===== src/pulse_gen_pkg.sv =====
// Purpose: Shared constants and types for the four-channel pulse width reload and start gate
// Assumes: 32-bit APB, one aligned word per register, 125 MHz clock
// Notes:   Overview of operation follows
//
// Overview of operation
// Each phase lasts reload plus one ticks
// Reload values writable while channels run
// 8-bit mode uses own high, low bytes
// 8+8 mode: odd channel prescales even channel
// 16-bit mode joins even and odd registers
// 16+16 mode: second pair prescales first pair
// High width passes through a buffer register
// Reload bytes store any value, reset undefined
// Trigger select picks start register or gate
// Bit 1 governs pair n, bit 5 pair n+2
// Start level bits 0 and 4 read zero
// Reserved gate bits 7:6, 3:2 read zero
// Running channel alternates phases until stopped
// Timing generator start cleared stops channel
// Gate deassertion stops gate-started channel
// Start enable cleared stops register-started channel
// Reset halts every channel
// Software selects pairing mode before starting
// Mode field selects 8, 8+8, 16, 16+16
// Timing generator select picks timing generator start
// Underflow sets flag, software writes 0 clears
// Buffered high width loads at next high phase
// Stop returns output idle and clears counter

package pulse_gen_pkg;

	localparam int NUM_CH   = 4;
	localparam int NUM_PAIR = 2;
	localparam int ADDR_W   = 12;
	localparam int CNT_W    = 16;
	localparam int PRE_W    = 6;

	localparam logic [ADDR_W-1:0] RELOAD_BASE = 12'h000;
	localparam logic [ADDR_W-1:0] CTRL_BASE   = 12'h010;
	localparam logic [ADDR_W-1:0] GATE_OFS    = 12'h018;
	localparam logic [ADDR_W-1:0] START_OFS   = 12'h01c;
	localparam logic [ADDR_W-1:0] TG_OFS      = 12'h020;
	localparam logic [ADDR_W-1:0] STATUS_OFS  = 12'h024;

	localparam int RL_HI    = 8;
	localparam int CE_PUF   = 14;
	localparam int CE_INTM  = 13;
	localparam int CE_PCS   = 11;
	localparam int CE_MD    = 9;
	localparam int CE_TIMING_GENERATOR_SELECT  = 8;
	localparam int CO_PUF   = 6;
	localparam int CO_INTM  = 5;
	localparam int CO_PCS   = 3;
	localparam int GATE_TRIGGER_SOURCE_SELECT_LO = 1;
	localparam int GATE_TRIGGER_SOURCE_SELECT_HI = 5;

	localparam logic [7:0]  GATE_RESET = 8'h00;
	localparam logic [1:0]  PCS_RESET  = 2'h0;
	localparam logic [PRE_W-1:0] PRE_MASK4  = 6'h03;
	localparam logic [PRE_W-1:0] PRE_MASK16 = 6'h0f;
	localparam logic [PRE_W-1:0] PRE_MASK64 = 6'h3f;

	typedef enum logic [1:0] {
		MODE_8     = 2'h0,
		MODE_8_8   = 2'h1,
		MODE_16    = 2'h2,
		MODE_16_16 = 2'h3
	} pairing_mode_t;

	typedef enum logic [1:0] {
		ST_IDLE = 2'h0,
		ST_LOW  = 2'h1,
		ST_HIGH = 2'h3
	} cnt_state_t;

	typedef struct packed {
		logic              psel;
		logic              penable;
		logic              pwrite;
		logic [ADDR_W-1:0] paddr;
		logic [31:0]       pwdata;
	} apb_req_t;

	typedef struct packed {
		logic       underflow_flag;
		logic       intm;
		logic [1:0] pcs;
	} ch_ctrl_t;

endpackage : pulse_gen_pkg


===== src/pulse_width_reload_and_start_gate.sv =====
// Purpose: Reload registers, pairing modes and start selection for four pulse channels
// Assumes: APB slave, zero wait states, one clock, gate inputs from another block
// Notes:   Odd channels of joined modes stay idle and low
`timescale 1ns/1ps
`default_nettype none

module pulse_width_reload_and_start_gate
	import pulse_gen_pkg::*;
(
	input  wire logic              clk,
	input  wire logic              clk_en,
	input  wire logic              reset_n,
	input  wire apb_req_t          apb_req,
	output logic [31:0]            prdata,
	output logic                   pready,
	output logic                   pslverr,
	input  wire logic [NUM_PAIR-1:0] gate_in,
	output logic [NUM_CH-1:0]      pulse_out
);

	// Reload bytes carry no reset on purpose
	logic [7:0]          hi_q [NUM_CH];
	logic [7:0]          lo_q [NUM_CH];
	ch_ctrl_t            ctrl_q [NUM_CH];
	pairing_mode_t       md_q [NUM_PAIR];
	logic [NUM_PAIR-1:0] timing_generator_select_q;
	logic [NUM_PAIR-1:0] trigger_source_select_q;
	logic [NUM_CH-1:0]   pen_q;
	logic [NUM_CH-1:0]   tgo_q;
	logic [PRE_W-1:0]    pre_q;
	logic [NUM_PAIR-1:0] gate_meta_q;
	logic [NUM_PAIR-1:0] gate_s_q;
	logic [31:0]         prdata_q;

	logic [CNT_W-1:0]    hw [NUM_CH];
	logic [CNT_W-1:0]    lw [NUM_CH];
	logic [NUM_CH-1:0]   tk;
	logic [NUM_CH-1:0]   rn;
	logic [NUM_CH-1:0]   own_start;
	logic [NUM_CH-1:0]   pcs_tick;
	logic [NUM_CH-1:0]   uf;
	logic [NUM_CH-1:0]   he;
	logic [NUM_CH-1:0]   flag_set;
	logic [NUM_CH-1:0]   cnt_out;
	logic [NUM_CH-1:0]   idle_odd;

	logic        access;
	logic        wr;
	logic        setup;
	logic        hit;
	logic [31:0] rdata;
	logic [31:0] wd;
	logic [ADDR_W-1:0] addr;

	assign addr   = apb_req.paddr;
	assign wd     = apb_req.pwdata;
	assign setup  = apb_req.psel & ~apb_req.penable & clk_en;
	assign access = apb_req.psel & apb_req.penable & clk_en;
	assign wr     = access & apb_req.pwrite;
	assign pready = access;
	assign pslverr = access & ~hit;
	assign prdata = prdata_q;

	// Gate comes from another block; two stages before use
	always_ff @(posedge clk) begin
		if (!reset_n) begin
			gate_meta_q <= '0;
			gate_s_q    <= '0;
		end else if (clk_en) begin
			gate_meta_q <= gate_in;
			gate_s_q    <= gate_meta_q;
		end
	end

	// Shared free-running prescaler for the divided count clock choices
	always_ff @(posedge clk) begin
		if (!reset_n) begin
			pre_q <= '0;
		end else if (clk_en) begin
			pre_q <= pre_q + 1'b1;
		end
	end

	// Pair level control: mode, start select, gate select
	always_ff @(posedge clk) begin
		if (!reset_n) begin
			for (int p = 0; p < NUM_PAIR; p++) begin
				md_q[p] <= MODE_8;
			end
			timing_generator_select_q <= '0;
			trigger_source_select_q <= GATE_RESET[GATE_TRIGGER_SOURCE_SELECT_LO+1:GATE_TRIGGER_SOURCE_SELECT_LO];
		end else if (wr) begin
			for (int p = 0; p < NUM_PAIR; p++) begin
				if (addr == CTRL_BASE + ADDR_W'(4 * p)) begin
					md_q[p]   <= pairing_mode_t'(wd[CE_MD+1:CE_MD]);
					timing_generator_select_q[p] <= wd[CE_TIMING_GENERATOR_SELECT];
				end
			end
			if (addr == GATE_OFS) begin
				trigger_source_select_q[0] <= wd[GATE_TRIGGER_SOURCE_SELECT_LO];
				trigger_source_select_q[1] <= wd[GATE_TRIGGER_SOURCE_SELECT_HI];
			end
		end
	end

	// Start and timing generator enables, one bit per channel
	always_ff @(posedge clk) begin
		if (!reset_n) begin
			pen_q <= '0;
			tgo_q <= '0;
		end else if (wr) begin
			if (addr == START_OFS) begin
				pen_q <= wd[NUM_CH-1:0];
			end
			if (addr == TG_OFS) begin
				tgo_q <= wd[NUM_CH-1:0];
			end
		end
	end

	genvar g;
	generate
		for (g = 0; g < NUM_CH; g++) begin : g_ch
			localparam int P = g / 2;
			localparam logic ODD = (g % 2) == 1;
			localparam int PUF_B  = ODD ? CO_PUF : CE_PUF;
			localparam int INTM_B = ODD ? CO_INTM : CE_INTM;
			localparam int PCS_B  = ODD ? CO_PCS : CE_PCS;

			// Reload bytes update any time, even while running
			always_ff @(posedge clk) begin
				if (clk_en && wr && addr == RELOAD_BASE + ADDR_W'(4 * g)) begin
					hi_q[g] <= wd[RL_HI+7:RL_HI];
					lo_q[g] <= wd[7:0];
				end
			end

			// Per channel control; hardware set beats software clear
			always_ff @(posedge clk) begin
				if (!reset_n) begin
					ctrl_q[g] <= '{underflow_flag: 1'b0, intm: 1'b0, pcs: PCS_RESET};
				end else if (clk_en) begin
					if (wr && addr == CTRL_BASE + ADDR_W'(4 * P)) begin
						ctrl_q[g].intm <= wd[INTM_B];
						ctrl_q[g].pcs  <= wd[PCS_B+1:PCS_B];
						ctrl_q[g].underflow_flag <= flag_set[g] |
							(ctrl_q[g].underflow_flag & wd[PUF_B]);
					end else if (flag_set[g]) begin
						ctrl_q[g].underflow_flag <= 1'b1;
					end
				end
			end

			always_comb begin
				case (ctrl_q[g].pcs)
					2'h0:    pcs_tick[g] = 1'b1;
					2'h1:    pcs_tick[g] = (pre_q & PRE_MASK4) == '0;
					2'h2:    pcs_tick[g] = (pre_q & PRE_MASK16) == '0;
					default: pcs_tick[g] = (pre_q & PRE_MASK64) == '0;
				endcase
			end

			// Start source: timing generator, gate or start register
			assign own_start[g] = timing_generator_select_q[P] ? tgo_q[g] :
				trigger_source_select_q[P] ? gate_s_q[P] : pen_q[g];

			pulse_counter u_cnt (
				.clk        (clk),
				.clk_en     (clk_en),
				.reset_n    (reset_n),
				.run        (rn[g]),
				.tick       (tk[g]),
				.high_width (hw[g]),
				.low_width  (lw[g]),
				.pulse_out  (cnt_out[g]),
				.underflow  (uf[g]),
				.high_end   (he[g])
			);

			// Joined odd channels report the even channel's events
			always_comb begin
				if (idle_odd[g]) begin
					flag_set[g] = ctrl_q[g].intm ? he[g ^ 1] : uf[g ^ 1];
				end else begin
					flag_set[g] = ctrl_q[g].intm ? he[g] : uf[g];
				end
			end
		end
	endgenerate

	// Pairing of reload values, count clocks and starts
	always_comb begin
		for (int c = 0; c < NUM_CH; c++) begin
			hw[c] = {8'h00, hi_q[c]};
			lw[c] = {8'h00, lo_q[c]};
			tk[c] = pcs_tick[c];
			rn[c] = own_start[c];
			idle_odd[c] = 1'b0;
			case (md_q[c / 2])
				MODE_8_8: begin
					if (c % 2 == 0) begin
						tk[c] = uf[c ^ 1];
						rn[c] = own_start[c];
					end else begin
						rn[c] = own_start[c ^ 1];
					end
				end
				MODE_16: begin
					if (c % 2 == 0) begin
						hw[c] = {hi_q[c], lo_q[c]};
						lw[c] = {hi_q[c ^ 1], lo_q[c ^ 1]};
					end else begin
						rn[c] = 1'b0;
						idle_odd[c] = 1'b1;
					end
				end
				MODE_16_16: begin
					if (c % 2 == 0) begin
						hw[c] = {hi_q[c], lo_q[c]};
						lw[c] = {hi_q[c ^ 1], lo_q[c ^ 1]};
						if ((c / 2) % 2 == 0) begin
							tk[c] = uf[c ^ 2];
						end else begin
							rn[c] = own_start[c ^ 2];
						end
					end else begin
						rn[c] = 1'b0;
						idle_odd[c] = 1'b1;
					end
				end
				default: begin
					hw[c] = {8'h00, hi_q[c]};
				end
			endcase
		end
	end

	// Prescaler sides are internal; their outputs stay low
	always_comb begin
		for (int c = 0; c < NUM_CH; c++) begin
			pulse_out[c] = cnt_out[c];
			if (md_q[c / 2] == MODE_8_8 && c % 2 == 1) begin
				pulse_out[c] = 1'b0;
			end
			if (md_q[c / 2] == MODE_16_16 && (c / 2) % 2 == 1) begin
				pulse_out[c] = 1'b0;
			end
		end
	end

	// Read mux and decode
	always_comb begin
		rdata = '0;
		hit   = 1'b0;
		for (int c = 0; c < NUM_CH; c++) begin
			if (addr == RELOAD_BASE + ADDR_W'(4 * c)) begin
				rdata = {16'h0000, hi_q[c], lo_q[c]};
				hit   = 1'b1;
			end
		end
		for (int p = 0; p < NUM_PAIR; p++) begin
			if (addr == CTRL_BASE + ADDR_W'(4 * p)) begin
				rdata[CE_PUF]             = ctrl_q[2 * p].underflow_flag;
				rdata[CE_INTM]            = ctrl_q[2 * p].intm;
				rdata[CE_PCS+1:CE_PCS]    = ctrl_q[2 * p].pcs;
				rdata[CE_MD+1:CE_MD]      = md_q[p];
				rdata[CE_TIMING_GENERATOR_SELECT]            = timing_generator_select_q[p];
				rdata[CO_PUF]             = ctrl_q[2 * p + 1].underflow_flag;
				rdata[CO_INTM]            = ctrl_q[2 * p + 1].intm;
				rdata[CO_PCS+1:CO_PCS]    = ctrl_q[2 * p + 1].pcs;
				hit = 1'b1;
			end
		end
		if (addr == GATE_OFS) begin
			// Level select and reserved bits always read zero
			rdata[GATE_TRIGGER_SOURCE_SELECT_LO] = trigger_source_select_q[0];
			rdata[GATE_TRIGGER_SOURCE_SELECT_HI] = trigger_source_select_q[1];
			hit = 1'b1;
		end
		if (addr == START_OFS) begin
			rdata[NUM_CH-1:0] = pen_q;
			hit = 1'b1;
		end
		if (addr == TG_OFS) begin
			rdata[NUM_CH-1:0] = tgo_q;
			hit = 1'b1;
		end
		if (addr == STATUS_OFS) begin
			rdata[NUM_CH-1:0]        = cnt_out;
			rdata[2*NUM_CH-1:NUM_CH] = rn;
			hit = 1'b1;
		end
	end

	// Read data captured in setup so it stands through the access phase
	always_ff @(posedge clk) begin
		if (!reset_n) begin
			prdata_q <= '0;
		end else if (setup) begin
			prdata_q <= apb_req.pwrite ? 32'h0000_0000 : rdata;
		end
	end

endmodule : pulse_width_reload_and_start_gate

`default_nettype wire


===== src/pulse_counter.sv =====
// Purpose: One down-counter producing alternating low and high phases
// Assumes: tick is a one-cycle count enable on clk
// Notes:   Output is low while idle
`timescale 1ns/1ps
`default_nettype none

module pulse_counter
	import pulse_gen_pkg::*;
(
	input  wire logic             clk,
	input  wire logic             clk_en,
	input  wire logic             reset_n,
	input  wire logic             run,
	input  wire logic             tick,
	input  wire logic [CNT_W-1:0] high_width,
	input  wire logic [CNT_W-1:0] low_width,
	output logic                  pulse_out,
	output logic                  underflow,
	output logic                  high_end
);

	cnt_state_t       st_q;
	logic [CNT_W-1:0] cnt_q;

	always_ff @(posedge clk) begin
		if (!reset_n) begin
			st_q  <= ST_IDLE;
			cnt_q <= '0;
		end else if (clk_en) begin
			if (!run) begin
				st_q  <= ST_IDLE;
				cnt_q <= '0;
			end else begin
				case (st_q)
					ST_IDLE: begin
						st_q  <= ST_LOW;
						cnt_q <= low_width;
					end
					ST_LOW: begin
						if (tick) begin
							if (cnt_q == '0) begin
								// High width sampled only here, never mid-phase
								st_q  <= ST_HIGH;
								cnt_q <= high_width;
							end else begin
								cnt_q <= cnt_q - 1'b1;
							end
						end
					end
					ST_HIGH: begin
						if (tick) begin
							if (cnt_q == '0) begin
								st_q  <= ST_LOW;
								cnt_q <= low_width;
							end else begin
								cnt_q <= cnt_q - 1'b1;
							end
						end
					end
					default: begin
						st_q  <= ST_IDLE;
						cnt_q <= '0;
					end
				endcase
			end
		end
	end

	assign pulse_out = (st_q == ST_HIGH);
	assign underflow = clk_en & run & tick & (cnt_q == '0) & (st_q != ST_IDLE);
	assign high_end  = underflow & (st_q == ST_HIGH);

endmodule : pulse_counter

`default_nettype wire


===== config.mk =====
export PLATFORM = sky130hd
export DESIGN_NAME = pulse_width_reload_and_start_gate
export DESIGN_NICKNAME = d
export VERILOG_FILES = /design/src/pulse_gen_pkg.sv /design/src/pulse_width_reload_and_start_gate.sv /design/src/pulse_counter.sv
export SDC_FILE = /design/constraint.sdc
export NUM_CORES = 1
export LEC_CHECK = 0
export BUFFER_PORTS_ARGS = -buffer_cell sky130_fd_sc_hd__buf_2
export CORE_MARGIN = 1.5
export CORE_UTILIZATION = 55
export DETAILED_ROUTE_END_ITERATION = 10
export PLACE_DENSITY = 0.71
export SLEW_MARGIN = 20
export SYNTH_ARGS = -nofsm -noshare
export SYNTH_HDL_FRONTEND = slang
export SYNTH_SLANG_ARGS = --single-unit
export TNS_END_PERCENT = 50

===== constraint.sdc =====
create_clock -name clk -period 4.9 [get_ports clk]
set_clock_uncertainty 0.15 [all_clocks]
set_input_delay 0.98 -clock clk [delete_from_list [all_inputs] [get_ports clk]]
set_output_delay 0.98 -clock clk [all_outputs]
set_load 0.05 [all_outputs]

Yosys cells after proc, flatten, opt, wreduce, memory -nomap -nowiden
Memory sizes are Yosys's and may differ from the RTL's.
Cells that the tools add are included.

word-level totals
  flip-flop bits (word level) = 126
  memory bits (writable) = 84
  output and inout port bits = 38
  logic and storage cells = 363
  memories kept = 4

memory list
  name    depth  width  read ports  clocked after memory_dff  wr ports  RTL line                                 text
  hi_q    4      8      4           0                         1         pulse_width_reload_and_start_gate.sv:22  logic [7:0] hi_q [NUM_CH];
  lo_q    4      8      4           0                         1         pulse_width_reload_and_start_gate.sv:23  logic [7:0] lo_q [NUM_CH];
  ctrl_q  4      4      4           0                         4         pulse_width_reload_and_start_gate.sv:24  ch_ctrl_t ctrl_q [NUM_CH];
  md_q    2      2      2           0                         2         pulse_width_reload_and_start_gate.sv:25  pairing_mode_t md_q [NUM_PAIR];

operators by class
  add/sub/neg operators = 5
  eq/ne operators = 47
  multiplexer cells = 188
  bitwise logic cells = 54
  reductions and logical operators = 48

operators by type and width
  kind                   number
  $mux 16                25
  $pmux 16 s3            4
  $mux 32                4
  $mux 1                 99
  $logic_not 16->1       4
  $mux 2                 32
  $sub 16x1->16 const B  4
  $mux 8                 7
  $eq 12x5->1 const B    4
  $ne 3x3->1 const B     16
  $reduce_or 8->1        6
  $and 1x1->1            30
  $eq 12x4->1 const B    2
  $eq 12x6->1 const B    2
  $eq 2x2->1 const B     12
  $pmux 2 s3             4
  $or 1x1->1             22
  $eq 2x1->1 const B     10
  $reduce_and 5->1       4
  $logic_not 6->1        3
  $logic_not 2->1        8
  $mux 4                 4
  $mux 7                 2
  $eq 12x3->1 const B    1
  other kinds (10)       33

Depth between registers and ports, before layout
Gate-level depths: netlist of the first run.
An unclocked memory read counts as a cell.

  depth after elaboration = 25
  depth in mapped cells = 11
  mapped depth without buffers = 9

Modules after synthesis
Synthesis of the first run repeated with hierarchy kept, for this count alone.

unflattened totals
  cell total of the unflattened synthesis = 1,434
  area total of the unflattened synthesis = 12,517.0 um^2

by module, submodules not included
  module                              instances  cells each  area an instance (um^2)
  pulse_width_reload_and_start_gate   1          563         6,356.1
  pulse_counter at g_ch[0].u_cnt ...  3          217         1,524.0
  pulse_counter at g_ch[3].u_cnt      1          220         1,589.0

Worst setup path after synthesis of the first run
No wires, ideal clock.

  path type = input port to flip-flop
  from = input apb_req[33] (netlist bit)
  to = memory hi_q[0][0] (enable)
  data arrival time = 3.055 ns
  data required time = 4.376 ns
  setup slack = 1.321 ns
  stages = 4
  buffers on the path = 1
  cells stage by stage = or4_1 > nor4_1 > clkbuf_1 > and2_1

on the way
  word-level cells in the longest chain between the ends = 8
  elaborated cells between the ends (all ways) = 25
  those cells by class = 3 x eq/ne; 14 x mux; 8 x reduce/logical

ends and longest elaborated chain
  item                                                     RTL line                                  text
  from (decl)                                              pulse_width_reload_and_start_gate.sv:13   input wire apb_req_t apb_req,
  $eq 12x3->1                                              pulse_width_reload_and_start_gate.sv:132  if (clk_en && wr && addr == RELOAD_BASE + ADDR_W'(4 * g)) begin
  $logic_and 1x1->1                                        pulse_width_reload_and_start_gate.sv:132
  $mux 1                                                   pulse_width_reload_and_start_gate.sv:132
  $mux 1 (implied by the code)                             pulse_width_reload_and_start_gate.sv:133  hi_q[g] <= wd[RL_HI+7:RL_HI];
  $reduce_or 8->1 (no line)                                n/a
  $mux 2 (no line) or $mux 1 (tied branches) (3 in a row)  n/a
  to (decl)                                                pulse_width_reload_and_start_gate.sv:22

Parallel ways exist; a longest one is shown, timed or not.

Final worst setup path of the first run
  from = register g_ch[3].u_cnt.cnt_q[10]
  to = register g_ch[0].u_cnt.cnt_q[5]

on the way
  word-level cells in the longest chain between the ends = 10
  elaborated cells between the ends (all ways) = 11
  those cells by class = 2 x eq/ne; 2 x mux; 5 x bitwise; 2 x reduce/logical

ends and longest elaborated chain
  item                          RTL line                                  text
  from (decl)                   pulse_counter.sv:23                       logic [CNT_W-1:0] cnt_q;
  from (signal assigned)        pulse_counter.sv:37                       cnt_q <= low_width;
  from (signal assigned)        pulse_counter.sv:44                       cnt_q <= high_width;
  from (signal assigned)        pulse_counter.sv:46                       cnt_q <= cnt_q - 1'b1;
  $logic_not 16->1 *            pulse_counter.sv:70                       assign underflow = clk_en & run & tick & (cnt_q == '0) & (st_q != ST_IDLE);
  $and 1x1->1 * (2 in a row)    pulse_counter.sv:70
  $mux 1 *                      pulse_width_reload_and_start_gate.sv:199  case (md_q[c / 2])
  $and 1x1->1 * (3 in a row)    pulse_counter.sv:70
  $pmux 1 s2 *                  pulse_width_reload_and_start_gate.sv:199
  $ne 3x3->1 (no line)          n/a
  $reduce_and 3->1 (no line) *  n/a
  to (signal assigned)          pulse_counter.sv:46
  to (signal assigned)          pulse_counter.sv:54                       cnt_q <= low_width;
  to (signal assigned)          pulse_counter.sv:56                       cnt_q <= cnt_q - 1'b1;
  to (decl)                     pulse_counter.sv:23

Every way passes the cells marked *; elsewhere a longest branch is shown, timed or not.
A chain may end at the register's enable or synchronous reset.

==> results of run 1 <==
-- Yosys cell counts (4+ instances only) --
master and number:
buf_4 17, nor4_1 18, mux2i_1 48, o21ai_0 50, a211oi_1 15, nor2b_1 36, or2_2 7, ha_1 10
mux2_2 25, inv_1 29, a21boi_0 10, clkbuf_1 61, dfxtp_1 110, a31oi_1 8, nand2b_1 9, nor3_1 27
or3_1 16, o2bb2ai_1 21, edfxtp_1 84, o21ai_1 4, o21a_1 5, and2_1 29, a21oi_1 80, and3_1 20
or4_1 8, nand4_1 7, a21o_1 11, o22ai_1 26, nor2_1 72, nor3b_1 5, nor4b_1 4, nand3_1 23
o211ai_1 7, o31ai_1 8, xor2_1 14, nand2_1 72, a22oi_1 26, a222oi_1 12, a221oi_1 21, a32oi_1 5
xnor2_1 26
-- layout by cell type, fill, tap and decap left out, drive strengths merged, types with 19 or more instances in the layout --
| cell type | count |
|---|---|
| nand2 | 72 |
| edfxtp | 84 |
| buf | 74 |
| mux2i | 48 |
| nor2 | 73 |
| clkbuf | 20 |
| a21oi | 80 |
| a221oi | 21 |
| inv | 35 |
| xnor2 | 26 |
| o22ai | 26 |
| nor4 | 19 |
| and3 | 20 |
| mux2 | 25 |
| a22oi | 26 |
| nor2b | 36 |
| dfxtp | 110 |
| nand3 | 23 |
| nor3 | 27 |
| and2 | 31 |
| o21ai | 54 |
| o2bb2ai | 21 |
-- metrics by stage --
stage	hold WS, ns	setup slack, ns	cells	util
3_3_place_gp	0.303	1.27	1416	0.581
2_1_floorplan	0.301	1.32	1161	-
4_1_cts	0.325	1.34	1448	0.611
5_1_grt	0.351	1.05	1448	0.611
3_5_place_dp	0.314	1.26	1416	0.581
6_report	0.320	1.27	1448	0.611
-- critical path: stages, from the launching register on --
cell       delay, ns
dfxtp_1         0.36
or4_1           0.59
and4bb_1        0.54
o2111ai_1       0.24
o31a_1          0.40
o31a_1          0.45
nor2_1          0.56
a211oi_1        0.16
-- registers in the layout, indices dropped and copies added, names as in the netlist --
signal	count
g_ch.u_cnt.cnt_q	64
prdata	16
lo_q	32
gate_meta_q	2
pen_q	4
timing_generator_select_q	2
trigger_source_select_q	2
hi_q	32
ctrl_q	16
g_ch.u_cnt.st_q	8
tgo_q	4
md_q	4
gate_s_q	2
pre_q	6
-- logic make-up after synthesis --
kind of cell / synth area share
AND/OR/NAND/NOR: 0.181
XOR/XNOR: 0.0325
buffers and inverters: 0.0463
AO/OA/AOI/OAI: 0.218
multiplexers: 0.0727
adder cells (fa/ha/maj): 0.0116
flip-flops: 0.438
other: 0.000348
-- final timing paths --
kind	to	slack (ns)	cells after the start
max	g_ch[0].u_cnt.cnt_q[5]$_SDFFE_PN0P_	1.27	7
min	prdata[7]$_SDFFE_PN0P_	0.32	2
max reg2reg	g_ch[0].u_cnt.cnt_q[5]$_SDFFE_PN0P_	1.27	7
min reg2reg	prdata[7]$_SDFFE_PN0P_	0.32	2
-- layout make-up --
cell class	instances	share of cell area
clock inverters	12	0.00995
flip-flops and latches	194	0.400
repair buffers	74	0.0349
well taps	265	0.0281
clock buffers	20	0.0387
multi-input cells	852	0.479
inverters	31	0.00985
-- routing by layer --
layer	GRT usage	vias to the layer above
met2	0.502	532
met4	0.120	0
met1	0.443	4516
met5	0	-
li1	-	4368
met3	0.0661	76
-- where the power goes --
| part | total [mW] | leakage, nW | internal, mW | switching [mW] |
|---|---|---|---|---|
| Combinational | 0.428 | 2.50 | 0.143 | 0.285 |
| Clock | 1.38 | 0.282 | 0.704 | 0.674 |
| Sequential | 1.74 | 1.66 | 1.71 | 0.0314 |
==> results.yml, run 1 <==
floorplan:
  start_util: 0.558
  dieArea_um2: 20500
  rows: 51
  die_w_um: 143
  core_um2: 19300
  io_pins: 90
  die-height_um: 143
drt:
  wl_met3_mm: 3.26
  via_per_inst: 6.56
  final_antenna_net_count: 0
  drc: 0
  dr.max_layer_used: "met4"
  wl_met1_mm: 13.2
  dr.pass1.iters: 10
  wl_met2_mm: 14.8
  finalWirelength_mm: 32.3
  first_iter_violations: 1127
  vias: 9492
  avgRoutedWirePerCell_um: 22.3
placed_design:
  place.gp.congestion: 0.957
  port-buffer-count: 57
  hpwl_mm: 23.1
  placed_area_um2: 11200
final_layout:
  multiInputGateArea_um2: 5660
  antenna_cells: 0
  layout.nets: 1232
  area_delta_synth_final_pct: 9.53
  nFillCells: 1641
  drive_gt1_frac: 0.127
  final_area_um2: 11800
  seq_area_um2: 4720
synth:
  yosysUniqueCellTypes: 76
  syn_inst: 1146
  yosys.area.top_type: "edfxtp_1"
  yosysWarnings: 0
  synth_edf_count: 84
  synth_area_leaders: "edfxtp_1 (23%), dfxtp_1 (20%), mux2i_1 (4.5%)"
  async_flop_share: 0
  ys_ff_latch: 194
  syn_area_um2: 10800
  synthFlopType: "dfxtp_1"
  synth_top_area_frac: 0.234
  yosysSeqAreaShare: 0.438
  avgSynthCellArea_um2: 9.42
sta:
  slew_headroom: 0.217
  hold_violations: 0
  tns_ns: 0
  setup_viol: 0
  min_period_over_period: 0.740
  min_period_ns: 3.63
  fmax_ghz: 0.276
  rsz0062_at_grt: "no"
  max_slew.worst_pin.slew_ns: 1.14
  slew_violations: 0
clock_tree:
  cts_sinks: 194
  h-tree-depth: 4
  clk_latency_ns: 0.45
  root_buffer: "clkbuf_16"
  cts_inserted_buffers: 17
  cts_resized: 0
  cts_setup_buffers: 0
  hold_buffers: 0
  cts.path.max_buffers: 2
  cts_tree: "yes"
  cts.clk_slew.worst_paths_ns: 0.08
global_routing:
  track_usage: 0.323
  grt-ovfl-total: 0
  antenna_found_initial: 0
  grt_max_degree: 39
  grt_pass1_vias: 8659
  grt_pass1_wl_mm: 49.6
critical_path:
  critPathMaxFanout: 11
  start_kind: "flop"
  arrival_ns: 3.76
  criticalPathCategory: "flop to flop"
  reg2reg_from: "g_ch[3].u_cnt.cnt_q[10]$_SDFFE_PN0P_"
  worstPathRequired_ns: 5.03
  critPathCaptureType: "flop"
  startpoint: "g_ch[3].u_cnt.cnt_q[10]$_SDFFE_PN0P_"
power:
  ir_worst_vdd_uv: 235
  powerDensity_nw_per_um2: 300
  p_leak_nw: 4.44
  p_total_mw: 3.55
run_status:
  status: "finished clean"
min_path:
  hold_class: "flop to flop"
  min_from: "prdata[7]$_SDFFE_PN0P_"
job:
  max_cap_viol_count: 0
(Power assumes the default switching activity.)
==> inputs of run 2 (changes only) <==
clock period = 3.6 ns   (was 4.9 ns; I/O delays follow)
==> results.yml, run 2 (same netlist as run 1, synthesis figures left out) <==
drt:
  via_per_inst: 6.48
  dr.pass1.iters: 6
  final_antenna_net_count: 0
  avgRoutedWirePerCell_um: 22.2
  first_iter_violations: 986
  finalWirelength_mm: 32.7
  vias: 9562
  drc: 0
global_routing:
  grt-ovfl-total: 0
  track_usage: 0.330
  grt_pass1_wl_mm: 50.9
  grt_max_degree: 28
  grt_pass1_vias: 8955
  antenna_found_initial: 0
critical_path:
  crit_path_cell_trace: "inv_1 -> ha_1 -> nor4b_1 -> and4bb_1 -> o2111ai_1 -> o31a_1 -> or4_4 -> o22a_1 -> nand2_1"
  worstPathRequired_ns: 3.59
  critPathSlowestCell: "or4_4"
  path_buf_inv: 1
  criticalPathCategory: "flop to flop"
  critPathMaxFanout: 5
  critPathMaxStageDelay_ns: 0.59
  crit_family: "simple AND/OR/NAND/NOR gates"
  start_kind: "flop"
  critPathCaptureType: "flop"
  arrival_ns: 3.21
floorplan:
  dieArea_um2: 20500
  io_pins: 90
  die_w_um: 143
  core_um2: 19300
  rows: 51
  die-height_um: 143
  start_util: 0.558
placed_design:
  hpwl_mm: 24.0
  placed_area_um2: 11400
  port-buffer-count: 57
  place.gp.congestion: 0.968
clock_tree:
  root_buffer: "clkbuf_16"
  cts.clk_slew.worst_paths_ns: 0.08
  cts_inserted_buffers: 17
  h-tree-depth: 4
  cts_setup_buffers: 0
  cts_resized: 0
  cts_sinks: 194
  hold_buffers: 0
  cts_tree: "yes"
  clk_latency_ns: 0.44
  cts.path.max_buffers: 2
power:
  p_leak_nw: 4.58
  p_sw_frac: 0.281
  switchingPower_mw: 1.37
  clock_power_share: 0.387
  pwr-share-comb: 0.125
  seq_power_share: 0.488
  p_total_mw: 4.86
  internal_power_mw: 3.49
  ir_worst_vdd_uv: 315
  powerDensity_nw_per_um2: 404
final_layout:
  final_area_um2: 12000
  top_regs: "g_ch.u_cnt.cnt_q: 64 flops, hi_q: 32 flops, lo_q: 32 flops"
  layout.nets: 1259
  mostFrequentLayoutCell: "dfxtp_1"
  largest_register_ffs: 64
  antenna_cells: 0
  final_cell_mix: "dfxtp_1 (110), edfxtp_1 (84), a21oi_1 (80)"
  drive_gt1_frac: 0.149
  largest-register: "g_ch.u_cnt.cnt_q"
  finish.utilization: 0.622
  area_delta_synth_final_pct: 11.4
sta:
  min_period_ns: 3.22
  max_slew.worst_pin.slew_ns: 0.833
  fmax_ghz: 0.311
  slew_headroom: 0.440
  hold_violations: 0
  min_period_over_period: 0.894
  slew_violations: 0
  setup_viol: 0
  rsz0062_at_grt: "no"
  tns_ns: 0
run_status:
  status: "finished clean"
job:
  max_cap_viol_count: 0
min_path:
  hold_class: "flop to flop"
[run 2: worst min-delay path, delay by kind of cell, from the launching register on]
family	cells	cell delay, ns
flip-flops	1	0.31
AO/OA/AOI/OAI	1	0.06
AND/OR/NAND/NOR	1	0.05
[run 2: per-stage QoR]
step | worst slack [ns] | instances | hold WS [ns]
after floorplan | 0.281 | 1161 | 0.301
after global placement | 0.362 | 1443 | 0.299
after detailed placement | 0.311 | 1443 | 0.314
after CTS | 0.302 | 1475 | 0.323
after global routing | 0.0739 | 1475 | 0.344
final | 0.381 | 1475 | 0.318
[run 2: layout make-up]
class | count | area (um^2)
well taps | 265 | 332
fillers | 1665 | 7310
flip-flops and latches | 194 | 4720
inverters | 31 | 116
multi-input cells | 852 | 5660
clock inverters | 13 | 136
repair buffers | 101 | 616
clock buffers | 19 | 444
[run 2: final timing paths]
path	start	endpoint	slack [ns]	depth (start not counted)
max	g_ch[3].u_cnt.cnt_q[0]$_SDFFE_PN0P_	ctrl_q[3][3]$_DFFE_PP_	0.38	9
min	prdata[7]$_SDFFE_PN0P_	prdata[7]$_SDFFE_PN0P_	0.32	2
max reg2reg	g_ch[3].u_cnt.cnt_q[0]$_SDFFE_PN0P_	ctrl_q[3][3]$_DFFE_PP_	0.38	9
min reg2reg	prdata[7]$_SDFFE_PN0P_	prdata[7]$_SDFFE_PN0P_	0.32	2
[run 2: layer usage]
layer | track usage | routed length [um] | vias up | part of all wire
met1 | 0.446 | 13600 | 4554 | 0.42
li1 | - | - | 4432 | -
met2 | 0.509 | 14700 | 498 | 0.45
met4 | 0.141 | 1230 | 0 | 0.038
met5 | 0 | 0 | - | 0
met3 | 0.0718 | 3160 | 78 | 0.097
[run 2: power groups by stage]
stage                     registers [mW]  logic, mW  clock network, mW
after global placement              2.42      0.586                  0
final                               2.37      0.609               1.88
after CTS                           2.37      0.596               1.89
after floorplan                     2.41      0.421                  0
after global routing                2.37      0.659               1.98
after detailed placement            2.42      0.593                  0
